--- config.mk ---
export PLATFORM = sky130hd
export DESIGN_NAME = fmc2_config_two
export DESIGN_NICKNAME = d
export VERILOG_FILES = /design/src/fmc2_pkg.sv /design/src/fmc2_duty_shaper.sv /design/src/fmc2_config_two.sv
export SDC_FILE = /design/constraint.sdc
export NUM_CORES = 1
export LEC_CHECK = 0
export ABC_AREA = 1
export BUFFER_PORTS_ARGS = -buffer_cell sky130_fd_sc_hd__buf_2
export CAP_MARGIN = 40
export CORE_MARGIN = 4
export CORE_UTILIZATION = 25
export CTS_BUF_LIST = sky130_fd_sc_hd__clkbuf_8
export DETAILED_ROUTE_END_ITERATION = 6
export GPL_ROUTABILITY_DRIVEN = 1
export PLACE_DENSITY = 0.49
export SLEW_MARGIN = 20
export SYNTH_ARGS = -nofsm -noshare
export SYNTH_HDL_FRONTEND = slang
export SYNTH_SLANG_ARGS = --single-unit
--- constraint.sdc ---
create_clock -name sys_clk_i -period 3 [get_ports sys_clk_i]
set_input_delay 0.6 -clock sys_clk_i [delete_from_list [all_inputs] [get_ports sys_clk_i]]
set_output_delay 0.6 -clock sys_clk_i [all_outputs]
set_load 0.05 [all_outputs]
--- src/fmc2_pkg.sv ---
/*
 fmc2_pkg: constants and carrier types for the second configuration register
 of the fan monitor.
 Assumes: an outer serial slave decodes the register offset and hands over
 byte writes and reads on the system clock.
*/
package fmc2_pkg;
	localparam logic [7:0] FMC2_CFG2_OFFSET = 8'h01;
	localparam logic [7:0] FMC2_CFG2_RESET = 8'h3D;
	localparam int FMC2_BIT_SOFT_RESET = 7;
	localparam int FMC2_BIT_SUPPLY_IE = 6;
	localparam int FMC2_BIT_REMOTE_IE = 5;
	localparam int FMC2_BIT_LOCAL_IE = 4;
	localparam int FMC2_BIT_FAIL_IE = 3;
	localparam int FMC2_BIT_SPEED_EN = 2;
	localparam int FMC2_BIT_MEAS_MODE = 1;
	localparam int FMC2_BIT_PWM_EN = 0;
	localparam logic [1:0] FMC2_DRIVE_SW_SPEED = 2'b01;
	// duty thresholds on an 8-bit scale, 255 = 100%
	localparam int FMC2_DUTY_FULL = 255;
	localparam int FMC2_FLOOR_PCT = 30;
	localparam int FMC2_CUTOFF_PCT = 7;
	localparam logic [7:0] FMC2_DUTY_FLOOR = 8'((FMC2_FLOOR_PCT * FMC2_DUTY_FULL + 99) / 100);
	localparam logic [7:0] FMC2_DUTY_CUTOFF = 8'((FMC2_CUTOFF_PCT * FMC2_DUTY_FULL + 99) / 100);
	localparam logic [7:0] FMC2_DUTY_ZERO = 8'h00;
	localparam int FMC2_SOFT_RESET_CYCLES = 4;
	localparam logic [7:0] FMC2_PWM_MAX = 8'hFF;

	typedef struct packed {
		logic supply_alarm_flag;
		logic remote_overtemp_flag;
		logic local_overtemp_flag;
		logic sensor_failure_flag;
	} fmc2_flags_t;

	typedef struct packed {
		logic wr_en;
		logic rd_en;
		logic [7:0] addr;
		logic [7:0] wdata;
	} fmc2_bus_req_t;
endpackage : fmc2_pkg

--- src/fmc2_duty_shaper.sv ---
/*
 fmc2_duty_shaper: applies the low-duty floor or cutoff and turns the
 shaped duty into a free-running pwm waveform.
 Assumes: duty and mode inputs are on sys_clk_i; reset synchronous.
*/
`timescale 1ns/10ps
module fmc2_duty_shaper
	import fmc2_pkg::*;
(
	input wire logic sys_clk_i,
	input wire logic rst_n_i,
	input wire logic [7:0] duty_i,
	input wire logic sw_speed_mode_i,
	input wire logic measure_mode_i,
	input wire logic force_on_i,
	output logic [7:0] shaped_o,
	output logic pwm_o
);
	logic [7:0] cnt_reg, cnt_next;
	logic [7:0] shaped_reg, shaped_next;
	logic pwm_reg, pwm_next;

	always_comb
	begin
		cnt_next = (cnt_reg == FMC2_PWM_MAX) ? 8'h00 : 8'(cnt_reg + 8'h01);
		if (!measure_mode_i && sw_speed_mode_i && duty_i < FMC2_DUTY_FLOOR)
			shaped_next = FMC2_DUTY_FLOOR;
		else if (!(sw_speed_mode_i && !measure_mode_i) && duty_i < FMC2_DUTY_CUTOFF)
			shaped_next = FMC2_DUTY_ZERO;
		else
			shaped_next = duty_i;
		// forcing only with mode zero; mode one follows duty, cut to zero below the cutoff
		pwm_next = (force_on_i && !measure_mode_i) || (cnt_reg < shaped_reg);
	end

	always_ff @(posedge sys_clk_i)
	begin
		if (!rst_n_i)
		begin
			cnt_reg <= 8'h00;
			shaped_reg <= 8'h00;
			pwm_reg <= 1'b0;
		end
		else
		begin
			cnt_reg <= cnt_next;
			shaped_reg <= shaped_next;
			pwm_reg <= pwm_next;
		end
	end

	assign shaped_o = shaped_reg;
	assign pwm_o = pwm_reg;

	a_floor_applied: assert property (@(posedge sys_clk_i) disable iff (!rst_n_i)
		(sw_speed_mode_i && !measure_mode_i && duty_i < FMC2_DUTY_FLOOR)
		|=> shaped_reg == FMC2_DUTY_FLOOR)
		else $error("duty floor not applied");
	a_cutoff_applied: assert property (@(posedge sys_clk_i) disable iff (!rst_n_i)
		(!sw_speed_mode_i && duty_i < FMC2_DUTY_CUTOFF) |=> shaped_reg == 8'h00)
		else $error("duty cutoff not applied");
	a_mode_one_exact: assert property (@(posedge sys_clk_i) disable iff (!rst_n_i)
		(measure_mode_i && duty_i >= FMC2_DUTY_CUTOFF) |=> shaped_reg == $past(duty_i))
		else $error("duty altered in mode one");
endmodule : fmc2_duty_shaper

--- src/fmc2_config_two.sv ---
/*
 fmc2_config_two: second configuration register of the fan monitor with
 alert gating, speed input gating and pwm output control.
 Assumes: the serial slave presents byte writes as a one-cycle request on
 sys_clk_i and raises soft_strobe_i at the data lsb clock edge of a write
 with bit 7 set, suppressing the acknowledge itself.
*/
//
// Overview of operation
// register at 0x01 resets to 0x3D
// bit 7 resets device, reads zero
// soft reset acts at data lsb edge
// bit 6 gates supply alarm interrupt
// bit 5 gates remote overtemp interrupt
// remote enable cleared if sensor failed
// bit 4 gates local overtemp interrupt
// bit 3 gates sensor failure alert
// bit 2 clear freezes speed counter
// host sets mode when disabling input
// mode zero forces pwm during measurement
// software speed mode floors duty 30%
// other modes cut duty below 7%
// mode one follows duty exactly; code still cuts duty below 7% to zero in mode one
// host sets mode for dc fans
// bit 0 clear tristates pwm pin
// drive select 01 is software speed
// enabled interrupts drive the alert pin
// global alert enable needed first
// alert when flag, enable, global set
// soft reset restores registers, restarts measurement
`timescale 1ns/10ps
module fmc2_config_two
	import fmc2_pkg::*;
(
	input wire logic sys_clk_i,
	input wire logic rst_n_i,
	input wire fmc2_pkg::fmc2_bus_req_t bus_req_i,
	input wire logic soft_strobe_i,
	output logic [7:0] rdata_o,
	output logic rvalid_o,
	input wire fmc2_pkg::fmc2_flags_t flags_i,
	input wire logic global_alert_enable_i,
	input wire logic fan_drive_select_high_i,
	input wire logic fan_drive_select_low_i,
	input wire logic [7:0] duty_cycle_setting_i,
	input wire logic fan_speed_pulse_input_i,
	input wire logic measure_window_i,
	output logic alert_n_o,
	output logic alert_n_oe_o,
	output logic pwm_out_o,
	output logic pwm_out_oe_o,
	output logic [15:0] speed_count_o,
	output logic device_reset_o
);
	logic [7:0] cfg_reg, cfg_next;
	logic [2:0] soft_cnt_reg, soft_cnt_next;
	logic soft_active;
	logic por_seen_reg, por_seen_next;
	logic [1:0] pulse_sync_reg, pulse_sync_next;
	logic pulse_prev_reg, pulse_prev_next;
	logic [15:0] speed_reg, speed_next;
	logic alert_reg, alert_next;
	logic pwm_reg, pwm_next;
	logic pwm_oe_reg, pwm_oe_next;
	logic [7:0] rdata_reg, rdata_next;
	logic rvalid_reg, rvalid_next;
	logic dev_rst_reg, dev_rst_next;
	logic [3:0] gated;
	logic sw_speed;
	logic shaper_rst_n;
	logic shaper_pwm;
	logic [7:0] shaped_duty;

	assign soft_active = soft_cnt_reg != 3'd0;
	assign shaper_rst_n = rst_n_i && !soft_active;
	assign sw_speed = {fan_drive_select_high_i, fan_drive_select_low_i}
		== FMC2_DRIVE_SW_SPEED;

	// soft reset sequencing and the register itself
	always_comb
	begin
		cfg_next = cfg_reg;
		soft_cnt_next = soft_active ? 3'(soft_cnt_reg - 3'd1) : 3'd0;
		por_seen_next = 1'b1;
		if (soft_strobe_i)
		begin
			// acts immediately; write data below is discarded
			soft_cnt_next = 3'(FMC2_SOFT_RESET_CYCLES);
			cfg_next = FMC2_CFG2_RESET;
		end
		else if (soft_active)
			cfg_next = FMC2_CFG2_RESET;
		else if (bus_req_i.wr_en && bus_req_i.addr == FMC2_CFG2_OFFSET)
		begin
			cfg_next = bus_req_i.wdata;
			cfg_next[FMC2_BIT_SOFT_RESET] = 1'b0;
		end
		// strap-like capture one cycle after release
		if (!por_seen_reg && flags_i.sensor_failure_flag)
			cfg_next[FMC2_BIT_REMOTE_IE] = 1'b0;
		dev_rst_next = soft_strobe_i || soft_active;
	end

	always_ff @(posedge sys_clk_i)
	begin
		if (!rst_n_i)
		begin
			cfg_reg <= FMC2_CFG2_RESET;
			soft_cnt_reg <= 3'd0;
			por_seen_reg <= 1'b0;
			dev_rst_reg <= 1'b0;
		end
		else
		begin
			cfg_reg <= cfg_next;
			soft_cnt_reg <= soft_cnt_next;
			por_seen_reg <= por_seen_next;
			dev_rst_reg <= dev_rst_next;
		end
	end

	// read port
	always_comb
	begin
		rvalid_next = bus_req_i.rd_en;
		rdata_next = 8'h00;
		if (bus_req_i.rd_en && bus_req_i.addr == FMC2_CFG2_OFFSET)
		begin
			rdata_next = cfg_reg;
			rdata_next[FMC2_BIT_SOFT_RESET] = 1'b0;
		end
	end

	always_ff @(posedge sys_clk_i)
	begin
		if (!rst_n_i)
		begin
			rdata_reg <= 8'h00;
			rvalid_reg <= 1'b0;
		end
		else
		begin
			rdata_reg <= rdata_next;
			rvalid_reg <= rvalid_next;
		end
	end

	// alert gating, one enable per source
	assign gated[3] = flags_i.supply_alarm_flag && cfg_reg[FMC2_BIT_SUPPLY_IE];
	assign gated[2] = flags_i.remote_overtemp_flag && cfg_reg[FMC2_BIT_REMOTE_IE];
	assign gated[1] = flags_i.local_overtemp_flag && cfg_reg[FMC2_BIT_LOCAL_IE];
	assign gated[0] = flags_i.sensor_failure_flag && cfg_reg[FMC2_BIT_FAIL_IE];

	always_comb
	begin
		// global enable gates all sources together
		alert_next = global_alert_enable_i && (|gated) && !soft_active;
	end

	always_ff @(posedge sys_clk_i)
	begin
		if (!rst_n_i)
			alert_reg <= 1'b0;
		else
			alert_reg <= alert_next;
	end

	// speed pulse input: pin, so two flops before use
	always_comb
	begin
		pulse_sync_next = {pulse_sync_reg[0], fan_speed_pulse_input_i};
		pulse_prev_next = pulse_sync_reg[1];
		speed_next = speed_reg;
		if (cfg_reg[FMC2_BIT_SPEED_EN] && pulse_sync_reg[1] && !pulse_prev_reg)
			speed_next = 16'(speed_reg + 16'h0001);
	end

	always_ff @(posedge sys_clk_i)
	begin
		if (!shaper_rst_n)
		begin
			pulse_sync_reg <= 2'b00;
			pulse_prev_reg <= 1'b0;
			speed_reg <= 16'h0000;
		end
		else
		begin
			pulse_sync_reg <= pulse_sync_next;
			pulse_prev_reg <= pulse_prev_next;
			speed_reg <= speed_next;
		end
	end

	fmc2_duty_shaper u_shaper (
		.sys_clk_i(sys_clk_i),
		.rst_n_i(shaper_rst_n),
		.duty_i(duty_cycle_setting_i),
		.sw_speed_mode_i(sw_speed),
		.measure_mode_i(cfg_reg[FMC2_BIT_MEAS_MODE]),
		.force_on_i(measure_window_i),
		.shaped_o(shaped_duty),
		.pwm_o(shaper_pwm)
	);

	// pin driver; released pin floats
	always_comb
	begin
		pwm_next = shaper_pwm;
		pwm_oe_next = cfg_reg[FMC2_BIT_PWM_EN];
	end

	always_ff @(posedge sys_clk_i)
	begin
		if (!rst_n_i)
		begin
			pwm_reg <= 1'b0;
			pwm_oe_reg <= 1'b0;
		end
		else
		begin
			pwm_reg <= pwm_next;
			pwm_oe_reg <= pwm_oe_next;
		end
	end

	assign rdata_o = rdata_reg;
	assign rvalid_o = rvalid_reg;
	assign alert_n_o = 1'b0;
	assign alert_n_oe_o = alert_reg;
	assign pwm_out_o = pwm_reg;
	assign pwm_out_oe_o = pwm_oe_reg;
	assign speed_count_o = speed_reg;
	assign device_reset_o = dev_rst_reg;

	a_reset_value: assert property (@(posedge sys_clk_i)
		(!rst_n_i) |=> cfg_reg == FMC2_CFG2_RESET)
		else $error("config two reset value wrong");
	a_soft_reads_zero: assert property (@(posedge sys_clk_i) disable iff (!rst_n_i)
		rvalid_reg |-> !rdata_reg[FMC2_BIT_SOFT_RESET])
		else $error("soft reset bit read as one");
	a_soft_immediate: assert property (@(posedge sys_clk_i) disable iff (!rst_n_i)
		soft_strobe_i |=> device_reset_o && cfg_reg == FMC2_CFG2_RESET ##5 !device_reset_o)
		else $error("soft reset not immediate or not self clearing");
	a_alert_gated: assert property (@(posedge sys_clk_i) disable iff (!rst_n_i)
		(global_alert_enable_i && flags_i.supply_alarm_flag && cfg_reg[FMC2_BIT_SUPPLY_IE]
		&& !soft_active) |=> alert_n_oe_o)
		else $error("supply alarm did not raise alert");
	a_alert_blocked: assert property (@(posedge sys_clk_i) disable iff (!rst_n_i)
		(!global_alert_enable_i || (gated == 4'h0)) |=> !alert_n_oe_o)
		else $error("alert raised without enabled source");
	a_local_gated: assert property (@(posedge sys_clk_i) disable iff (!rst_n_i)
		(global_alert_enable_i && flags_i.local_overtemp_flag && cfg_reg[FMC2_BIT_LOCAL_IE]
		&& !soft_active) |=> alert_n_oe_o)
		else $error("local overtemp did not raise alert");
	a_speed_frozen: assert property (@(posedge sys_clk_i) disable iff (!shaper_rst_n)
		(!cfg_reg[FMC2_BIT_SPEED_EN] && !soft_strobe_i) |=> $stable(speed_reg))
		else $error("speed counter moved while disabled");
	a_pwm_tristate: assert property (@(posedge sys_clk_i) disable iff (!rst_n_i)
		(!cfg_reg[FMC2_BIT_PWM_EN]) |=> !pwm_out_oe_o)
		else $error("pwm pin driven while disabled");
	a_force_on: assert property (@(posedge sys_clk_i) disable iff (!shaper_rst_n)
		(measure_window_i && !cfg_reg[FMC2_BIT_MEAS_MODE] && !soft_strobe_i)
		|=> ##1 pwm_out_o)
		else $error("pwm not forced on during measurement");
endmodule : fmc2_config_two

==> results.txt <==
- The flow ran to the end, and the final reports show no timing, DRC or antenna violations.
* Worst Clk Skew: 7.51 ps
* Cell at the root of the clock tree: sky130_fd_sc_hd__clkbuf_8
- The initial utilization of the core area, before any placement, comes to about a quarter.
- Dividing the final minimum period by the clock period gives approximately 56%.
* Ys flop type: sky130_fd_sc_hd__dfxtp_1
- Summed over all cells, the static leakage comes to 0.00167 uW.
* RSZ-0062 raised after global routing: no
* Delay of the slowest cell on the worst path: between 400 and 500 ps
- Portion of total power attributed to the clock network: between 40% and 50%
* TritonCTS clock tree: yes
* Setup slack after layout: ~1300 ps
- Area inside the core boundary: between 0.01 and 0.015 sq mm
* Clock sink count: 59
- In this run the biggest area consumer among cell types represents between 40 and 50% of the synthesized area.
* First-pass GRT wire length: about 9900 microns
* List of cells traversed by the critical path: buf_2
- Horizontal die dimension: ~110 microns
- In the final routed layout, each cell accounts on average for approximately 10 microns.
- Non-filler cells, final: ~560
- For this design the total switching power over the nets is between 400 and 500 uW.
- In this run, the number of DRC markers left after iteration 0 of detailed routing was 54.
- Ranked by instance count, the synthesized netlist is headed by sky130_fd_sc_hd__nand2_1, sky130_fd_sc_hd__dfxtp_1, sky130_fd_sc_hd__nor2_1.
- Buffer and inverter count on the worst path: 1
- Height of the die: roughly 110 microns
* Maximum number of pins on one net before global-route repair: 23
* Count of mapped cells out of synthesis: 346
* Highest achievable clock rate: about 600 MHz
* Number of warning messages in the yosys log: 0
- Total of endpoints with negative setup slack in the final report: 0
* Worst vdd rail ir drop: ~0.22 mV
- In this run the worst path has a maximum fanout of 5.
* Worst endpoint data arrival time: ~1100 ps
- Share of the yosys chip area belonging to registers: around 45%
- between 60 and 70 I/O pins were placed.
* Max stage delay cell, worst path: sky130_fd_sc_hd__dfxtp_1
- Placement Rows: 37
- Power per Cell Area: between 500 and 600 mW/mm^2
* Remaining global-route overflow: 0
- In the final timing run, aggregate negative setup slack is 0 ps.
- Combinational share of power: 9.3%
* Die area: 0.0123 sq mm
- Number of H-tree levels: 3
* Largest register FFs: 16
* DR DRC count: 0
* Final Routed Wirelength: around 5800 microns
- Average cell area after synthesis: 7.66 sq um
- For this run, the total global-route usage over all layers was measured as under 10%.
- Routability congestion estimate from global placement: 0.738
- # hold bufs at CTS: 0
* CP required: 2400 ps
* Detailed-route via count: approximately 2300
- In this run, CTS created clock tree buffers numbering 9.
- Combined flip-flop and latch cell area: 0.00118 sq mm
- Flip-flop and latch count after synthesis: 59
* Number of inserted diodes: 0
- CP endpoint kind: output port
- sky130_fd_sc_hd__dfxtp_1 takes more of the synthesized area than any other cell.
- The number of antenna violations at the first check in global routing came to 1.
* Clock latency at the later pin of the worst-skew pair: approximately 330 ps
- Port Buffer Count: 64
* Layout Area Growth over Synthesis: 25.9%
- The clock passes through at most 2 buffers.
- In this run the post-CTS setup repair buffer count came out at 0.
* Antenna viol nets, final: 0
* Number of hold violations in the final report: 0
- Fraction of registers with async set/reset: 0%
- Filler cell count: roughly 1100
- In this run, flip-flops and latches consume 45.4% of the power.
* Count of flip-flops with a built-in enable after synthesis: 0
* Footprint of the multi-input gates: 0.00121 sq mm
- Across the run, the number of max-cap violations was 0.
- Detailed placement HPWL: about 4600 microns
* Area contributors post-synth: sky130_fd_sc_hd__dfxtp_1, sky130_fd_sc_hd__nand2_1, sky130_fd_sc_hd__nor2_1
* Top Family by Delay on Critical Path: flip-flops
- Internal power comes to between 1000 and 1500 uW.
- OpenSTA, run right after detailed placement, puts the worst setup slack at between 1000 and 1500 ps.
- Count of distinct cell types in the synthesized netlist: 36
- Cells resized by post-CTS repair: 0
- Share of layout cells above drive strength 1: about a quarter
- Clock-pin slew on the worst setup and hold paths: ~60 ps
- Number of pins with negative max-slew slack in the final report: 0
- Via count normalized by instance count: a little over 4
* NumNets Final: approximately 470
- Sw frac: a little under a quarter
- Most instantiated library cell after synthesis: sky130_fd_sc_hd__nand2_1
- Via count of the first global-routing pass: ~2200
* Final critical path time including I/O delays and setup: between 1500 and 2000 ps
* Combined area of all synthesized cells: ~0.0027 sq mm
- Number of iterations in the first detailed-routing pass: 4
- In this run the worst hold path is classified as reg -> reg.
- Worst Setup Start Kind: register
- The number of placed instances, taps included, is 543.
- Setup Crit Path Kind: reg -> out
[kinds of logic after synthesis]
logic type               after synthesis  share of synthesized area [%]
other                                  1                          0.142
XOR/XNOR                               4                           1.32
AO/OA/AOI/OAI                         30                           6.14
AND/OR/NAND/NOR                      178                           32.8
flip-flops                            59                           44.6
buffers and inverters                 63                           9.82
adder cells (fa/ha/maj)               11                           5.19
[area by class of cell]
type                            count  share of cell area (%)
Sequential cell                    59                    35.4
Clock inverter                      5                    2.29
Multi-Input combinational cell    225                    36.3
Tap cell                          136                    5.10
Timing Repair Buffer               64                    9.60
Inverter                           59                    6.71
Clock buffer                       11                    4.54
[per-layer routing]
layer / vias to the layer above / track usage (%) / wire length [microns]
li1: 1227 / - / -
met1: 1030 / 10.7 / 2470
met2: 42 / 16.9 / 2900
met3: 13 / 4.42 / 348
met4: 2 / 4.02 / 106
met5: - / 0 / 13
[placed cells by master, fill, tap and decap left out, types with 4 or more instances in the layout]
cell                       instances
sky130_fd_sc_hd__nand3_1          22
sky130_fd_sc_hd__nor3_1            7
sky130_fd_sc_hd__inv_1            57
sky130_fd_sc_hd__dfxtp_1          59
sky130_fd_sc_hd__nor2_1           57
sky130_fd_sc_hd__clkbuf_8         11
sky130_fd_sc_hd__a21oi_1          15
sky130_fd_sc_hd__nand4_1           4
sky130_fd_sc_hd__nor3_2            4
sky130_fd_sc_hd__buf_2            64
sky130_fd_sc_hd__o21ai_1           5
sky130_fd_sc_hd__o21ai_0           6
sky130_fd_sc_hd__ha_1             11
sky130_fd_sc_hd__nand2_1          66
[stage by stage]
stage | power (uW) | util [%] | hold slack, ps | instance area, sq um
2_1_floorplan | 953 | - | 390 | 2650
3_3_place_gp | 1000 | 30.1 | 397 | 3110
3_5_place_dp | 1010 | 30.1 | 402 | 3110
4_1_cts | 1840 | 32.3 | 411 | 3340
5_1_grt | 1890 | 32.3 | 421 | 3340
6_report | 1800 | 32.3 | 409 | 3340
[worst paths after layout]
kind,startpoint,to,slack (ps),cells past startpoint
setup / recovery,speed_count_o[3],speed_count_o[3],1320,1
hold / removal,u_shaper.pwm_o,pwm_out_o,410,2
setup reg to reg,soft_cnt_reg[0],cfg_reg[6],1320,8
hold reg to reg,u_shaper.pwm_o,pwm_out_o,410,2
[power groups by stage]
stage	sequential, uW	combinational, uW	clock, uW
5_1_grt	819	190	882
6_report	817	167	814
2_1_floorplan	852	102	0
3_3_place_gp	835	167	0
3_5_place_dp	835	171	0
4_1_cts	817	171	848
No activity file was read; power rests on OpenSTA's default activity.
